### config.mk
export PLATFORM = sky130hd
export DESIGN_NAME = reset_opmode_nvm_autoload
export DESIGN_NICKNAME = d
export VERILOG_FILES = /design/src/reset_opmode_nvm_autoload.v
export VERILOG_INCLUDE_DIRS = /design/src
export SDC_FILE = /design/constraint.sdc
export NUM_CORES = 1
export LEC_CHECK = 0
export BUFFER_PORTS_ARGS = -buffer_cell sky130_fd_sc_hd__buf_2
export CORE_MARGIN = 1.5
export CORE_UTILIZATION = 50
export CTS_CLUSTER_DIAMETER = 50
export DETAILED_ROUTE_END_ITERATION = 6
export PLACE_DENSITY_LB_ADDON = 0.08
export SLEW_MARGIN = 20
export SYNTH_ARGS = -nofsm -noshare
export SYNTH_HDL_FRONTEND = slang
export SYNTH_SLANG_ARGS = --single-unit
### constraint.sdc
create_clock -name clock -period 3.3 [get_ports clock]
set_clock_uncertainty 0.05 [all_clocks]
set_input_delay 0.165 -clock clock [delete_from_list [all_inputs] [get_ports clock]]
set_output_delay 0.165 -clock clock [all_outputs]
set_load 0.01 [all_outputs]
### src/reset_opmode_regs.vh
`ifndef RESET_OPMODE_REGS_VH
`define RESET_OPMODE_REGS_VH

// ----------------------------------------
// register byte addresses
// ----------------------------------------
`define ADDR_COMMAND 12'h000
`define ADDR_DISPLAY 12'h004
`define ADDR_STATUS 12'h008
`define ADDR_TRIM 12'h00C

// ----------------------------------------
// command codes written to the command register
// ----------------------------------------
`define CMD_SYSTEM_RESET 8'hE2
`define CMD_DISPLAY_ENABLE 8'hAF
`define CMD_DISPLAY_DISABLE 8'hAE
`define CMD_TRIM_READ 8'hB8

// ----------------------------------------
// field positions and reset values
// ----------------------------------------
`define DISPLAY_ENABLE_BIT 2
`define DISPLAY_CONTROL_RESET 3'h0
`define TRIM_RESET 8'h00

// ----------------------------------------
// operating mode codes
// ----------------------------------------
`define MODE_RESET 2'h0
`define MODE_SLEEP 2'h2
`define MODE_NORMAL 2'h3

// ----------------------------------------
// timing, clock 25 MHz
// ----------------------------------------
`define CLOCK_MHZ 25
`define SETTLE_TIME_US 5000
`define SETTLE_CYCLES (`SETTLE_TIME_US * `CLOCK_MHZ)
`define TRIM_READ_CYCLES 16'h0040

`endif

### src/reset_opmode_nvm_autoload.v
`timescale 1ns/1ps
`default_nettype none
`include "reset_opmode_regs.vh"

// Summary of operation
// - after power-on, wait about 5 ms, then trigger a system reset.
// - software reset command or falling edge of reset pin also cause system reset.
// - reset sets mode to Reset and restores all control registers.
// - mode code is 00 Reset, 10 Sleep, 11 Normal.
// - Reset/Sleep drain on, drivers/clock/pump off; Normal the reverse.
// - only power-on reset, display enable, system reset change mode.
// - display enable bit 2 selects Normal (1), or Sleep (0) unless mode is Reset.
// - mode changes take effect on internal clock edges.
// - Sleep keeps all user-written control values.
// - drivers stay idle until drive and bias voltages are ready.
// - after power-up wait, commands accepted in any order, no delays.
// - trim read runs after hardware reset or trim read command, never software reset.
// - busy/success flags step 00, 10, 11, then 01 when ready.
// - trim read and display enable exclude each other; conflict ignored.
module reset_opmode_nvm_autoload #(
    parameter SETTLE_CYCLES = `SETTLE_CYCLES
) (
    // clock, reset, enable
    input wire clock,
    input wire reset,
    input wire clockEnable,
    // reset pin, active low
    input wire resetPin_n,
    // voltage readiness from analog section
    input wire driveVoltageReady,
    input wire biasVoltageReady,
    // trim cells as read by the nonvolatile array
    input wire [7:0] trimCells,
    // apb slave
    input wire psel,
    input wire penable,
    input wire pwrite,
    input wire [11:0] paddr,
    input wire [31:0] pwdata,
    output reg [31:0] prdata,
    output reg pready,
    output reg pslverr,
    // analog controls
    output reg [1:0] operatingModeCode,
    output reg drainEnable,
    output reg driverEnable,
    output reg clockRun,
    output reg pumpEnable,
    output reg commonDriverActive,
    output reg segmentDriverActive,
    output reg nvmBusyFlag,
    output reg nvmSuccessFlag,
    output reg [7:0] trimValue
);

    // ----------------------------------------
    // states of the trim read
    // ----------------------------------------
    localparam TRIM_IDLE = 2'h0;
    localparam TRIM_START = 2'h1;
    localparam TRIM_CHECK = 2'h2;

    reg [22:0] settleCount;
    reg settling;
    reg [2:0] displayControlField;
    reg [1:0] trimState;
    reg [15:0] trimCount;
    reg pinLast;
    reg [1:0] next_mode;

    wire apbAccess = psel && penable && !pready;
    wire apbWrite = apbAccess && pwrite;
    wire [7:0] command = pwdata[7:0];
    wire isCommand = apbWrite && (paddr == `ADDR_COMMAND);
    // hardware reset: power-on settle expiry or falling edge of the pin
    wire pinFall = pinLast && !resetPin_n;
    // the settle expiry is the last count, not the zero at reset release
    wire settleDone = settling &&
        (settleCount == SETTLE_CYCLES[22:0] - 23'h000001);
    wire hardReset = settleDone || pinFall;
    wire softReset = isCommand && (command == `CMD_SYSTEM_RESET);
    wire trimBusy = (trimState != TRIM_IDLE);
    wire wantEnable = isCommand && (command == `CMD_DISPLAY_ENABLE);
    wire wantDisable = isCommand && (command == `CMD_DISPLAY_DISABLE);
    // display enable is refused during a trim read, and the reverse
    wire takeEnable = wantEnable && !trimBusy;
    wire takeTrim = isCommand && (command == `CMD_TRIM_READ) &&
        !trimBusy && !displayControlField[`DISPLAY_ENABLE_BIT];

    function [2:0] modeOutputs;
        input [1:0] mode;
        begin
            modeOutputs = (mode == `MODE_NORMAL) ? 3'h7 : 3'h0;
        end
    endfunction

    // mode follows only reset sources and display enable bit
    always @* begin
        next_mode = operatingModeCode;
        if (hardReset || softReset) begin
            next_mode = `MODE_RESET;
        end else if (displayControlField[`DISPLAY_ENABLE_BIT]) begin
            next_mode = `MODE_NORMAL;
        end else if (operatingModeCode != `MODE_RESET) begin
            next_mode = `MODE_SLEEP;
        end
    end

    // ----------------------------------------
    // power-on settle and pin edge
    // ----------------------------------------
    always @(posedge clock) begin
        if (reset) begin
            settleCount <= 23'h000000;
            settling <= 1'b1;
            pinLast <= 1'b1;
        end else if (clockEnable) begin
            pinLast <= resetPin_n;
            if (settling) begin
                if (settleDone) begin
                    settleCount <= 23'h000000;
                    settling <= 1'b0;
                end else begin
                    settleCount <= settleCount + 23'h000001;
                end
            end
        end
    end

    // ----------------------------------------
    // control registers, mode and trim read
    // ----------------------------------------
    always @(posedge clock) begin
        if (reset) begin
            displayControlField <= `DISPLAY_CONTROL_RESET;
            operatingModeCode <= `MODE_RESET;
            trimState <= TRIM_IDLE;
            trimCount <= 16'h0000;
            nvmBusyFlag <= 1'b0;
            nvmSuccessFlag <= 1'b0;
            trimValue <= `TRIM_RESET;
            drainEnable <= 1'b1;
            driverEnable <= 1'b0;
            clockRun <= 1'b0;
            pumpEnable <= 1'b0;
            commonDriverActive <= 1'b0;
            segmentDriverActive <= 1'b0;
        end else if (clockEnable) begin
            operatingModeCode <= next_mode;
            {driverEnable, clockRun, pumpEnable} <= modeOutputs(next_mode);
            drainEnable <= (next_mode != `MODE_NORMAL);
            // drivers wait for both voltages, not just the mode
            commonDriverActive <= (operatingModeCode == `MODE_NORMAL) &&
                driveVoltageReady && biasVoltageReady;
            segmentDriverActive <= (operatingModeCode == `MODE_NORMAL) &&
                driveVoltageReady && biasVoltageReady;
            if (hardReset || softReset) begin
                displayControlField <= `DISPLAY_CONTROL_RESET;
            end else if (takeEnable) begin
                displayControlField[`DISPLAY_ENABLE_BIT] <= 1'b1;
            end else if (wantDisable) begin
                // sleep leaves other fields untouched
                displayControlField[`DISPLAY_ENABLE_BIT] <= 1'b0;
            end
            if (hardReset) begin
                // software reset does not start a trim read
                trimState <= TRIM_START;
                nvmBusyFlag <= 1'b0;
                nvmSuccessFlag <= 1'b0;
                trimCount <= 16'h0000;
            end else begin
                case (trimState)
                    TRIM_IDLE: begin
                        if (takeTrim) begin
                            trimState <= TRIM_START;
                            nvmSuccessFlag <= 1'b0;
                            trimCount <= 16'h0000;
                        end
                    end
                    TRIM_START: begin
                        nvmBusyFlag <= 1'b1;
                        if (trimCount == `TRIM_READ_CYCLES) begin
                            trimValue <= trimCells;
                            nvmSuccessFlag <= 1'b1;
                            trimCount <= 16'h0000;
                            trimState <= TRIM_CHECK;
                        end else begin
                            trimCount <= trimCount + 16'h0001;
                        end
                    end
                    TRIM_CHECK: begin
                        if (trimCount == `TRIM_READ_CYCLES) begin
                            nvmBusyFlag <= 1'b0;
                            trimState <= TRIM_IDLE;
                        end else begin
                            trimCount <= trimCount + 16'h0001;
                        end
                    end
                    default: begin
                        trimState <= TRIM_IDLE;
                    end
                endcase
            end
        end
    end

    // ----------------------------------------
    // apb slave, live in every mode
    // ----------------------------------------
    always @(posedge clock) begin
        if (reset) begin
            prdata <= 32'h00000000;
            pready <= 1'b0;
            pslverr <= 1'b0;
        end else if (clockEnable) begin
            pready <= apbAccess;
            pslverr <= 1'b0;
            prdata <= 32'h00000000;
            if (apbAccess) begin
                case (paddr)
                    `ADDR_COMMAND: begin
                        prdata <= 32'h00000000;
                    end
                    `ADDR_DISPLAY: begin
                        prdata <= {29'h00000000, displayControlField};
                    end
                    `ADDR_STATUS: begin
                        prdata <= {26'h0000000, segmentDriverActive,
                            commonDriverActive, nvmBusyFlag,
                            nvmSuccessFlag, operatingModeCode};
                    end
                    `ADDR_TRIM: begin
                        prdata <= {24'h000000, trimValue};
                    end
                    default: begin
                        pslverr <= 1'b1;
                    end
                endcase
            end
        end
    end

endmodule

`default_nettype wire

==> flow_summary.toml <==
[detailed_routing]
drtIter0Drc = 179
drc = 0
ant_nets = 0
dr.pass1.iters = 4
routed-via-count = 3268
wl_per_cell_um = 13.7
vias_per_cell = 5.35
totalWireLength_um = 8340

[logic_synthesis]
synth_top_cell_by_area = "dfxtp_1"
syn_avg_cell_area_um2 = 8.14
synth_cells = 445
synth_edf_count = 0
yosysWarnings = 0
synth_top_cells_by_area = "dfxtp_1 (38%), buf_4 (5.6%), nor2_1 (5.4%)"
synth_cell_types = 49
synth_ff_type = "dfxtp_1"
ys_ff_latch = 69
async_reset_ff_share_pct = 0
seq_area_frac_synth_pct = 38.1
synth_area_um2 = 3620
synth_top_area_share_pct = 38.1

[power]
p_int_mw = 1.21
peakVddDrop_v = 0.000240
switching_share_pct = 26.0
p_clk_share_pct = 39.3
combPwrFrac_pct = 9.0
p_total_mw = 1.63
p_leak_nw = 1.62
switchingPower_mw = 0.423
p_seq_share_pct = 51.7
p_per_area_nw_per_um2 = 390

[timing]
finalSetupTns_ns = 0
post-route-min-period_ns = 2.77
tightest_slew_ns = 0.764
final-max-slew-violation-count = 0
fin_crit_sh_pct = 83.9
slew_headroom_pct = 48.6
timing.fmax_mhz = 361
rsz0062_at_grt = "no"
setup_viol = 0
final-hold-violation-count = 0

[critical_path]
path_class = "flop to flop"
cpPeakStageDelay_ns = 0.58
ff2ff_setup_slack_ns = 0.53
cp.required_ns = 3.54
crit_path_cell_trace = "or4b_1, or4_4, o21ai_4, a32oi_2, nor2_1, a32o_1"
cp_slowest_cell = "or4_4"
cp.arrival_ns = 3.01
start_kind = "flop"
cp_max_fo = 8
crit_path_end_kind = "flop"

[floorplan]
core_um2 = 6910
die-area_um2 = 7760
rows = 30
initial_core_util_pct = 52.4
dieWidth_um = 88.1
ioPinCount = 113
die_h_um = 88.1

[placed_design]
gp_congestion = 0.765
dp_hpwl_um = 5890
numPortBuffers = 64

[global_routing]
grtUsageTotal_pct = 22.7
grt_pass1_vias = 3062
grt_pass1_wl_um = 13800
grt_max_degree = 48
grt_antenna_before_repair = 0
overflow = 0

[clock_tree]
cts_hold_buf = 6
clockRootBuffer = "clkbuf_8"
cts-htree-levels = 3
postCtsResizedCells = 0
clock_sinks = 69
numCtsBuffers = 9
cts_tree = "built"
clk_latency_ns = 0.35
post_cts_buffers = 0
clk_pin_slew_worst_paths_ns = 0.07
cts_max_path_buffers = 2

[finish]
area_delta_synth_final_pct = 15.4
fillCellCount = 658
antenna_cells = 0
layout-drive-gt1-share_pct = 19.2
nNetsFinal = 578

[status]
status = "complete, no violations"

[worst_hold_path]
hold_path.class = "primary input to flop"

[run]
cap_violations = 0
==> Yosys cell counts (6+ instances only) <==
master,count
a21oi_1,27
a32o_1,8
and3_1,8
buf_4,27
clkbuf_1,16
dfxtp_1,69
ha_1,7
inv_1,12
mux2i_1,9
nand2_1,48
nand3_1,24
nand4_1,12
nor2_1,52
nor3_1,9
nor3b_1,7
nor4_1,6
o21ai_0,15
or3_1,7
xor2_1,14
==> flip-flops by register name, indices dropped and copies added, names as in the netlist, 2 cells and up <==
signal	flops
operatingModeCode	2
prdata	8
settleCount	23
trimCount	16
trimState	2
trimValue	8
==> path summary, 6_finish.rpt <==
| kind | cells after the start | endpoint | from |
|---|---|---|---|
| worst min register to register | 2 | prdata[6] | prdata[6] |
| worst max register to register | 6 | trimCount[5] | settleCount[7] |
| worst min-delay path | 3 | trimValue[7] | trimCells[7] |
| worst max-delay path | 6 | trimCount[5] | settleCount[7] |
==> power groups by stage <==
stage               clock network (mW)  logic [mW]  registers (mW)
finish                           0.641       0.146           0.843
global route                     0.700       0.164           0.844
CTS                              0.662       0.145           0.843
detailed placement                   0       0.139           0.862
global placement                     0       0.136           0.862
floorplan                            0       0.110           0.862
==> cell usage in the layout (no fill, tap or decap), types with 14 or more instances in the layout <==
cell type / synthesis / layout
buf_2: 0 / 64
dfxtp_1: 69 / 69
o21ai_0: 15 / 15
nand2_1: 48 / 48
conb_1: 1 / 24
nor2_1: 52 / 52
nand3_1: 24 / 24
xor2_1: 14 / 14
a21oi_1: 27 / 27
==> cell type report <==
class,count,area (um^2),area share (%)
Inverter,14,52.6,1.26
Tap cell,96,120,2.87
Clock buffer,11,151,3.62
Clock inverter,5,33.8,0.808
Timing Repair Buffer,76,425,10.2
Multi-Input combinational cell,340,2010,48.2
Sequential cell,69,1380,33.1
==> per-layer routing <==
layer | global-route usage, % | up-vias | part of all wire, %
met3 | 6.03 | 11 | 5.8
met2 | 36.6 | 104 | 45
met1 | 29.7 | 1496 | 48
li1 | - | 1657 | -
met5 | 0 | - | 0
met4 | 7.39 | 0 | 1.5
==> worst max-delay path, delay by kind of cell, from the launching register on <==
kind	cells	cell delay, ns
flops	1	0.38
compound gates	3	0.69
simple gates	3	1.60
==> logic make-up after synthesis <==
group	Yosys count	synth area share, %
compound gates	78	14.5
other cells	1	0.104
flops	69	38.1
simple gates	201	28.2
buf+inv	59	8.91
fa+ha+maj	7	2.42
mux	12	3.42
xor+xnor	18	4.35
==> through the flow <==
stage	cell area [um^2]	hold slack (ns)	cells	setup WS [ns]	utilization, %
after floorplan	3710	0.243	468	0.805	-
after global placement	3930	0.354	589	0.600	56.9
after detailed placement	3930	0.357	589	0.549	57.0
after CTS	4180	0.00353	611	0.525	60.5
after global routing	4180	0.0128	611	0.415	60.5
final	4180	0.0127	611	0.531	60.5
No activity file was read; power rests on OpenSTA's default activity.
